### config.mk
export PLATFORM = sky130hd
export DESIGN_NAME = alc_top
export DESIGN_NICKNAME = d
export VERILOG_FILES = /design/src/hdl/alc_pkg.sv /design/src/hdl/alc_top.sv /design/src/hdl/alc_limit_cmp.sv
export SDC_FILE = /design/constraint.sdc
export NUM_CORES = 1
export LEC_CHECK = 0
export BUFFER_PORTS_ARGS = -buffer_cell sky130_fd_sc_hd__buf_2
export CORE_ASPECT_RATIO = 0.8
export CORE_UTILIZATION = 57
export DETAILED_ROUTE_END_ITERATION = 12
export HOLD_SLACK_MARGIN = 0.05
export PLACE_DENSITY = 0.87
export SKIP_LAST_GASP = 1
export SYNTH_ARGS = -nofsm -noshare
export SYNTH_HDL_FRONTEND = slang
export SYNTH_SLANG_ARGS = --single-unit
### constraint.sdc
create_clock -name clk_in -period 16.7 [get_ports clk_in]
set_clock_uncertainty 0.2 [all_clocks]
set_input_delay 0.835 -clock clk_in [delete_from_list [all_inputs] [get_ports clk_in]]
set_output_delay 0.835 -clock clk_in [all_outputs]
set_load 0.05 [all_outputs]
### src/hdl/alc_pkg.sv
// Shared constants for the per-channel limit checker and wire test control.
// Assumes a single synchronous clock domain and no register bus; all settings arrive as ports.
package alc_pkg;

    // Channel count, result width and boundary set.
    localparam int ALC_NCH    = 16;
    localparam int ALC_CH_W   = 4;
    localparam int ALC_RES_W  = 10;
    localparam int ALC_NBND   = 4;
    localparam int ALC_SEL_W  = 2;
    localparam int ALC_NODE_W = 2;
    localparam int ALC_NNODE  = 4;
    localparam int ALC_LCC_W  = 4;
    localparam int ALC_MR_W   = 2;

    // Lowest code of the measuring range.
    localparam logic [ALC_RES_W-1:0] ALC_CODE_ZERO = 10'h000;

    // Field positions inside one channel's limit check control field.
    localparam int ALC_LCC_AREA_LSB = 0;
    localparam int ALC_LCC_MODE_LSB = 2;

    // Flag behaviour held in the mode part of the control field.
    typedef enum logic [1:0] {
        ALC_MODE_NEVER = 2'h0,
        ALC_MODE_HIT   = 2'h1,
        ALC_MODE_MISS  = 2'h2,
        ALC_MODE_WRITE = 2'h3
    } alc_mode_t;

    // Area codes produced by the comparator and used as targets.
    typedef enum logic [1:0] {
        ALC_AREA_NONE  = 2'h0,
        ALC_AREA_ONE   = 2'h1,
        ALC_AREA_TWO   = 2'h2,
        ALC_AREA_THREE = 2'h3
    } alc_area_t;

    // Test current path select values.
    localparam logic ALC_PATH_SOURCE = 1'h0;
    localparam logic ALC_PATH_SINK   = 1'h1;

    // Nominal test current per measuring area; field value 0 is area 1.
    localparam real ALC_ITEST_AREA4_MA = 0.2666;
    localparam real ALC_ITEST_AREA3_MA = 0.0444;
    localparam real ALC_ITEST_AREA2_MA = 0.0074;
    localparam real ALC_ITEST_AREA1_MA = 0.0012;

    // Values after reset.
    localparam logic [ALC_NCH-1:0]   ALC_FLAGS_RST  = 16'h0000;
    localparam logic [ALC_NNODE-1:0] ALC_REQ_RST    = 4'h0;
    localparam logic [ALC_RES_W-1:0] ALC_RESULT_RST = 10'h000;

endpackage

### src/hdl/alc_top.sv
// Per-channel result store, limit checker, service flags and wire test current control.
// Assumes settings are steady ports from software and result writes come from the converter on clk_in.
// Result writes and flag clears are single-cycle strobes on that clock.
//
// Contract
// - Every channel has its own check settings.
// - Check uses the channel's stored result.
// - Four boundaries; each channel picks two.
// - Select value k picks boundary k.
// - Area one: zero up to lower, inclusive.
// - Area two: above lower, up to upper.
// - Area three: above upper to top.
// - Larger selected boundary is the upper one.
// - Mode: never, on hit, or on miss.
// - Request only to configured enabled node.
// - Per-channel enable for wire test circuitry.
// - Select bit: zero sources, one sinks.
// - Range field picks one of four currents.
// - Extra mode: flag on every result write.
// - Write one clears flag; set wins.
`timescale 1ns/1ps
`default_nettype none
module alc_top
    import alc_pkg::*;
(
    input  wire logic                           clk_in,
    input  wire logic                           sys_rst_in,
    input  wire logic                           result_wr_in,
    input  wire logic [ALC_CH_W-1:0]            result_chan_in,
    input  wire logic [ALC_RES_W-1:0]           result_data_in,
    input  wire logic [ALC_CH_W-1:0]            result_rd_chan_in,
    input  wire logic [ALC_NBND*ALC_RES_W-1:0]  limit_boundary_reg_in,
    input  wire logic [ALC_NCH*ALC_SEL_W-1:0]   boundary_sel_a_in,
    input  wire logic [ALC_NCH*ALC_SEL_W-1:0]   boundary_sel_b_in,
    input  wire logic [ALC_NCH*ALC_LCC_W-1:0]   limit_check_ctrl_in,
    input  wire logic [ALC_NCH*ALC_NODE_W-1:0]  channel_node_pointer_in,
    input  wire logic [ALC_NCH-1:0]             channel_node_enable_in,
    input  wire logic [ALC_NCH-1:0]             flag_clear_in,
    input  wire logic [ALC_NCH-1:0]             wire_test_enable_in,
    input  wire logic [ALC_NCH-1:0]             test_current_select_in,
    input  wire logic [ALC_NCH*ALC_MR_W-1:0]    measure_range_select_in,
    output logic [ALC_RES_W-1:0]                result_rd_data_out,
    output logic [ALC_NCH-1:0]                  module_service_flags_out,
    output logic [ALC_NNODE-1:0]                node_request_out,
    output logic                                check_done_out,
    output logic [ALC_CH_W-1:0]                 check_chan_out,
    output logic [1:0]                          check_area_out,
    output logic [ALC_NCH-1:0]                  source_enable_out,
    output logic [ALC_NCH-1:0]                  sink_enable_out,
    output logic [ALC_NCH*ALC_MR_W-1:0]         measure_range_out
);

    // Picks one two-bit field of a packed per-channel vector.
    // Channel n owns bits [2n+1:2n].
    function automatic logic [1:0] alc_field2(input logic [ALC_NCH*2-1:0] vec, input logic [ALC_CH_W-1:0] ch);
        alc_field2 = vec[ch*2 +: 2];
    endfunction

    // Picks boundary k from the packed boundary set.
    // Boundary k owns bits [10k+9:10k].
    function automatic logic [ALC_RES_W-1:0] alc_bound(input logic [ALC_NBND*ALC_RES_W-1:0] set,
                                                       input logic [ALC_SEL_W-1:0] k);
        alc_bound = set[k*ALC_RES_W +: ALC_RES_W];
    endfunction

    // Stored conversion results, one word per channel.
    // The check reads this word, not the input.
    logic [ALC_RES_W-1:0] channel_result_reg [ALC_NCH];
    logic [ALC_RES_W-1:0] next_result_wdata;
    logic                 next_result_we;

    // Check stage: a write is checked one cycle later from the stored word.
    // The channel is held so the report can name it.
    logic                 chk_pend;
    logic [ALC_CH_W-1:0]  chk_ch;

    // Next values of the check stage.
    logic                 next_chk_pend;
    logic [ALC_CH_W-1:0]  next_chk_ch;

    // Flags, requests and check report.
    // Flags are sticky; requests and done are pulses.
    logic [ALC_NCH-1:0]   flags;
    logic [ALC_NNODE-1:0] req;
    logic                 done;
    logic [ALC_CH_W-1:0]  done_ch;
    logic [1:0]           done_area;

    // Next values of the flags and report.
    logic [ALC_NCH-1:0]   next_flags;
    logic [ALC_NNODE-1:0] next_req;
    logic                 next_done;
    logic [ALC_CH_W-1:0]  next_done_ch;
    logic [1:0]           next_done_area;

    // Read port and wire test drive.
    logic [ALC_RES_W-1:0]        rd_data;
    logic [ALC_NCH-1:0]          src_en;
    logic [ALC_NCH-1:0]          snk_en;
    logic [ALC_NCH*ALC_MR_W-1:0] range;

    // Next values of the read port and drive.
    logic [ALC_RES_W-1:0]        next_rd_data;
    logic [ALC_NCH-1:0]          next_src_en;
    logic [ALC_NCH-1:0]          next_snk_en;
    logic [ALC_NCH*ALC_MR_W-1:0] next_range;

    // Comparator operands for the channel being checked.
    logic [ALC_RES_W-1:0]  chk_result;
    logic [ALC_RES_W-1:0]  chk_bound_a;
    logic [ALC_RES_W-1:0]  chk_bound_b;

    // Decoded control field of that channel.
    logic [ALC_LCC_W-1:0]  chk_lcc;
    alc_area_t             chk_area;
    alc_mode_t             chk_mode;
    alc_area_t             chk_target;

    // The stored result and the channel's own selectors feed the comparator.
    // Settings are read in the check cycle.
    always_comb
    begin
        chk_result  = channel_result_reg[chk_ch];
        chk_bound_a = alc_bound(limit_boundary_reg_in, alc_field2(boundary_sel_a_in, chk_ch));
        chk_bound_b = alc_bound(limit_boundary_reg_in, alc_field2(boundary_sel_b_in, chk_ch));
        chk_lcc     = limit_check_ctrl_in[chk_ch*ALC_LCC_W +: ALC_LCC_W];
        chk_mode    = alc_mode_t'(chk_lcc[ALC_LCC_MODE_LSB +: 2]);
        chk_target  = alc_area_t'(chk_lcc[ALC_LCC_AREA_LSB +: 2]);
    end

    // One comparator serves all channels, one check per cycle.
    alc_limit_cmp u_cmp
    (
        .result_in  (chk_result),
        .bound_a_in (chk_bound_a),
        .bound_b_in (chk_bound_b),
        .area_out   (chk_area)
    );

    // Result store write decode.
    // Every strobe is taken; nothing is refused.
    always_comb
    begin
        next_result_we    = result_wr_in;
        next_result_wdata = result_data_in;
    end

    // Result store: one word per channel, cleared at reset.
    // A write lands at the edge that samples its strobe.
    always_ff @(posedge clk_in)
    begin
        if (sys_rst_in)
        begin
            for (int i = 0; i < ALC_NCH; i++)
            begin
                channel_result_reg[i] <= ALC_RESULT_RST;
            end
        end
        else if (next_result_we)
        begin
            channel_result_reg[result_chan_in] <= next_result_wdata;
        end
    end

    // Each result write schedules one check of that channel.
    // Back-to-back writes are each checked.
    always_comb
    begin
        next_chk_pend = result_wr_in;
        next_chk_ch   = result_wr_in ? result_chan_in : chk_ch;
    end

    // Check stage registers.
    // Reset drops a pending check, so no stale flag follows.
    always_ff @(posedge clk_in)
    begin
        if (sys_rst_in)
        begin
            chk_pend <= 1'b0;
            chk_ch   <= '0;
        end
        else
        begin
            chk_pend <= next_chk_pend;
            chk_ch   <= next_chk_ch;
        end
    end

    // Flag set from the mode, write-one clear, and one-cycle node request.
    // A disabled node still sets the flag, for polling.
    always_comb
    begin
        logic set_now;
        logic [ALC_NODE_W-1:0] node;
        set_now        = 1'b0;
        node           = alc_field2(channel_node_pointer_in, chk_ch);
        next_req       = ALC_REQ_RST;
        next_done      = chk_pend;
        next_done_ch   = chk_pend ? chk_ch : done_ch;
        next_done_area = chk_pend ? chk_area : done_area;
        // Only a running check may set a flag.
        if (chk_pend)
        begin
            case (chk_mode)
                ALC_MODE_NEVER: set_now = 1'b0;
                ALC_MODE_HIT:   set_now = (chk_area == chk_target);
                ALC_MODE_MISS:  set_now = (chk_area != chk_target);
                ALC_MODE_WRITE: set_now = 1'b1;
                default:        set_now = 1'b0;
            endcase
        end
        // Clear first, so a set below overrides it.
        next_flags = flags & ~flag_clear_in;
        if (set_now)
        begin
            next_flags[chk_ch] = 1'b1; // Set wins over a clear in the same cycle.
            if (channel_node_enable_in[chk_ch])
            begin
                next_req[node] = 1'b1;
            end
        end
    end

    // Flag, request and report registers.
    // Requests and done stand for one cycle.
    always_ff @(posedge clk_in)
    begin
        if (sys_rst_in)
        begin
            flags     <= ALC_FLAGS_RST;
            req       <= ALC_REQ_RST;
            done      <= 1'b0;
            done_ch   <= '0;
            done_area <= ALC_AREA_NONE;
        end
        else
        begin
            flags     <= next_flags;
            req       <= next_req;
            done      <= next_done;
            done_ch   <= next_done_ch;
            done_area <= next_done_area;
        end
    end

    // Registered read of a stored result, and per-channel test current drive.
    // Source and sink never drive one channel at once.
    always_comb
    begin
        next_rd_data = channel_result_reg[result_rd_chan_in];
        for (int i = 0; i < ALC_NCH; i++)
        begin
            next_src_en[i] = wire_test_enable_in[i] && (test_current_select_in[i] == ALC_PATH_SOURCE);
            next_snk_en[i] = wire_test_enable_in[i] && (test_current_select_in[i] == ALC_PATH_SINK);
            // A disabled channel also shows range zero, the field value of the area one current.
            next_range[i*ALC_MR_W +: ALC_MR_W] = wire_test_enable_in[i] ?
                measure_range_select_in[i*ALC_MR_W +: ALC_MR_W] : 2'h0;
        end
    end

    // Read data and test current registers.
    // The drive follows its settings one edge later.
    always_ff @(posedge clk_in)
    begin
        if (sys_rst_in)
        begin
            rd_data <= ALC_RESULT_RST;
            src_en  <= '0;
            snk_en  <= '0;
            range   <= '0;
        end
        else
        begin
            rd_data <= next_rd_data;
            src_en  <= next_src_en;
            snk_en  <= next_snk_en;
            range   <= next_range;
        end
    end

    // Every output comes straight from a flip-flop.
    assign result_rd_data_out       = rd_data;
    assign module_service_flags_out = flags;
    assign node_request_out         = req;

    // Check report.
    assign check_done_out           = done;
    assign check_chan_out           = done_ch;
    assign check_area_out           = done_area;

    // Test current drive.
    assign source_enable_out        = src_en;
    assign sink_enable_out          = snk_en;
    assign measure_range_out        = range;

endmodule
`default_nettype wire

### src/hdl/alc_limit_cmp.sv
// Classifies one result against two boundaries into areas one, two or three.
// Assumes results and boundaries share one width; purely combinational.
`timescale 1ns/1ps
`default_nettype none
module alc_limit_cmp
    import alc_pkg::*;
(
    input  wire logic [ALC_RES_W-1:0] result_in,
    input  wire logic [ALC_RES_W-1:0] bound_a_in,
    input  wire logic [ALC_RES_W-1:0] bound_b_in,
    output var alc_area_t             area_out
);

    logic [ALC_RES_W-1:0] lower;
    logic [ALC_RES_W-1:0] upper;

    // The larger boundary is the upper one whichever selector chose it.
    always_comb
    begin
        if (bound_a_in > bound_b_in)
        begin
            upper = bound_a_in;
            lower = bound_b_in;
        end
        else
        begin
            upper = bound_b_in; // Equal values collapse area two to nothing.
            lower = bound_a_in;
        end
    end

    // Area one includes the lower boundary, area two the upper one.
    always_comb
    begin
        if (result_in <= lower)
        begin
            area_out = ALC_AREA_ONE;
        end
        else if (result_in <= upper)
        begin
            area_out = ALC_AREA_TWO;
        end
        else
        begin
            area_out = ALC_AREA_THREE; // Runs to the top code of the result width.
        end
    end

endmodule
`default_nettype wire

==> summary.md <==
| Metric | Value |
|---|---|
| Post-synthesis xor/xnor area fraction | `0.00121` |
| Slew headroom | `0.212` |
| Worst-path clk slew | `0.07 ns` |
| Htree depth | `1` |
| RD Place Congestion | `0.962` |
| Worst VDD drop | `slightly above 80 µV` |
| Synth unique cells | `42` |
| Synth Instances | `1030` |
| Outcome | `finished clean` |
| Number of remaining DRC errors | `0` |
| Cells taking the most area after synthesis | `edfxtp_1 33%, mux4_2 27%, dfxtp_1 15%, and2_1 9.1%, ha_1 2.6%` |
| Yosys top cell by area | `edfxtp_1` |
| PortBufs | `417` |
| Critical path peak fanout | `50` |
| Avg Cell Area, Syn | `14.1 µm²` |
| Hold slack | `0.238 ns` |
| Tmin final | `7.96 ns` |
| Vias in the first global route | `approximately 11000` |
| Fin Setup TNS | `0 ns` |
| MaxCap Viol Count | `0` |
| Simple logic cell fraction of the synthesized area | `0.152` |
| Synth top area share | `0.332` |
| Worst Path Required | `between 15 and 20 ns` |
| Cell with the most instances after synthesis | `and2_1` |
| Die width | `180 µm` |
| Rows | `51` |
| Final Cycle Share | `0.477` |
| R2r setup slk | `8.74 ns` |
| Starting density of the core | `0.588` |
| Post-CTS Repair Setup Buffers | `0` |
| # resized after CTS | `0` |
| Via count | `11400` |
| Core box area | `0.0246 mm²` |
| Vias per inst | `6.45` |
| DP Wirelength | `between 30 and 40 mm` |
| Worst setup EP type | `register` |
| Post-Synth Adder-Cell Area | `0.0259` |
| Sinks on the clock net | `270` |
| CTS buffer count | `27` |
| Die height | `between 100 and 150 µm` |
| CTS Root Cell | `clkbuf_16` |
| Post-route ant nets | `0` |
| Worst-Skew Late Latency | `~0.56 ns` |
| Share of cells above drive strength 1 | `0.472` |
| Hold Path Class | `in -> reg` |
| Final WL | `49.6 mm` |
| Synthesized net count | `between 1000 and 1500` |
| Slew @ Worst Pin | `1.18 ns` |
| Gr usage total | `0.385` |
| Synthesized area | `~0.014 mm²` |
| Nets | `1757` |
| Final setup vio count | `0` |
| Initial antenna violation count | `14` |
| Die Area | `between 0.02 and 0.03 mm²` |
| Synth-to-layout area growth | `22.2%` |
| RSZ-0062 raised after global routing | `false` |
| Highest Clock Rate | `roughly 0.13 GHz` |
| Largest net degree at the start of global routing | `69` |
| CTS max path bufs | `3` |
| Primary FF master, synth | `edfxtp_1` |
| Mux contribution to synthesized area | `0.278` |
| Arr. time, crit path | `8.16 ns` |
| Io pins | `418` |
| Async SR Flop Fraction | `0` |
| Max FFs per register | `160` |
| Main combinational cell family by area after synthesis | `multiplexers` |
| P_leak | `7.24 nW` |
| Synth Area in Compound Gates | `0.0306` |
| #FFs+latches synth | `270` |
| Synth top cells by count | `210 x and2_1, 171 x mux4_2, 160 x edfxtp_1` |
| Drt first pass iters | `6` |
| Detailed-route wire length per cell | `28.2 µm` |
| Endpoints failing hold | `0` |
| Ys Warns | `0` |
| WS Path Type | `reg -> reg` |
| Critical Path Source Type | `register` |
| P per Cell Area | `roughly 110 mW/mm²` |
| EDFF count, synth | `160` |
| Final Max Tran Viols | `0` |
| CTS tree | `done` |
| Grt ovf | `0` |
| Seq/Total Area, Yosys | `0.484` |
| Hold-fix buffers, CTS | `0` |
| Detailed Route Iter0 Violations | `1341` |
| First-pass GRT wire length | `72.7 mm` |
==> per-layer routing <==
metal	vias to the layer above	share of wire	GRT usage	routed length, µm
met4	6	0.052	0.184	2560
li1	4680	-	-	-
met1	5598	0.36	0.499	17800
met5	-	0.00083	0	41
met3	148	0.12	0.100	6080
met2	922	0.46	0.616	23000
==> path summary, 6_finish.rpt <==
check / start / endpoint / cells past startpoint
setup / recovery: chk_ch[0] / module_service_flags_out[10] / 19
hold / removal: test_current_select_in[2] / source_enable_out[2] / 2
setup reg to reg: chk_ch[0] / module_service_flags_out[10] / 19
hold reg to reg: module_service_flags_out[4] / module_service_flags_out[4] / 2
==> layout make-up <==
type                            instances  area (µm²)
Tap cell                              318         398
Multi-Input combinational cell        665        7070
Sequential cell                       270        7010
Inverter                               14        52.6
Clock inverter                         15         174
Clock buffer                           35         757
Antenna cell                           11        27.5
Timing Repair Buffer                  432        2200
Fill cell                            1649        6940
==> cell usage in the layout, fill, tap and decap left out, drive strengths merged, types with 3 or more instances in the layout <==
cell / Yosys / routed
buf: 32 / 432
and2: 210 / 210
mux4: 171 / 171
edfxtp: 160 / 160
dfxtp: 110 / 110
nor2: 50 / 50
nor2b: 46 / 46
clkbuf: 49 / 35
ha: 30 / 30
nand2: 26 / 26
mux2i: 18 / 18
or2: 17 / 17
o31ai: 17 / 17
inv: 14 / 17
a21oi: 15 / 15
diode: 0 / 11
a21o: 9 / 9
clkinv: 0 / 8
nand2b: 7 / 7
nand4: 6 / 6
nor3: 5 / 5
o21ai: 5 / 5
nand3: 4 / 4
nand3b: 4 / 4
a221oi: 4 / 4
or3b: 3 / 3
a211oi: 3 / 3
a22o: 3 / 3
bufinv: 0 / 3
==> power breakdown <==
group	leakage [nW]	internal, W	switching [W]
Sequential	2.43	0.000739	0.0000229
Clock	0.463	0.000369	0.000274
Combinational	4.34	0.000196	0.000262
Total	7.24	0.00130	0.000558
==> worst max-delay path, cell delays in order (launching register included) <==
cell       delay [ns]
dfxtp_4          0.92
mux4_2           0.59
mux4_2           0.68
mux4_2           0.54
ha_1             0.34
nand4_1          0.13
nor2_1           0.18
a221oi_1         0.10
o21ai_0          0.10
and2_1           0.92
mux2i_1          0.30
ha_1             0.27
a21o_1           0.18
a21o_1           0.17
a2111oi_0        0.57
a311oi_1         0.16
xnor2_1          0.28
a21oi_1          0.12
a31oi_2          0.84
o31ai_1          0.18
==> stage by stage <==
stage	std cells	total power, W	utilization	setup slack, ns	cell area (µm²)
after floorplan	1030	0.00108	-	10.08	14500
after global placement	1699	0.00120	0.679	8.97	16700
after detailed placement	1699	0.00122	0.679	8.82	16700
after CTS	1749	0.00185	0.717	8.79	17700
after global routing	1755	0.00192	0.718	8.13	17700
final	1760	0.00186	0.718	8.74	17700
==> logic make-up after synthesis <==
kind of cell    Yosys count
compound gates           63
xor+xnor                  2
flops                   270
fa+ha+maj                30
simple gates            381
buf+inv                  95
mux                     189
(Power assumes the default switching activity.)
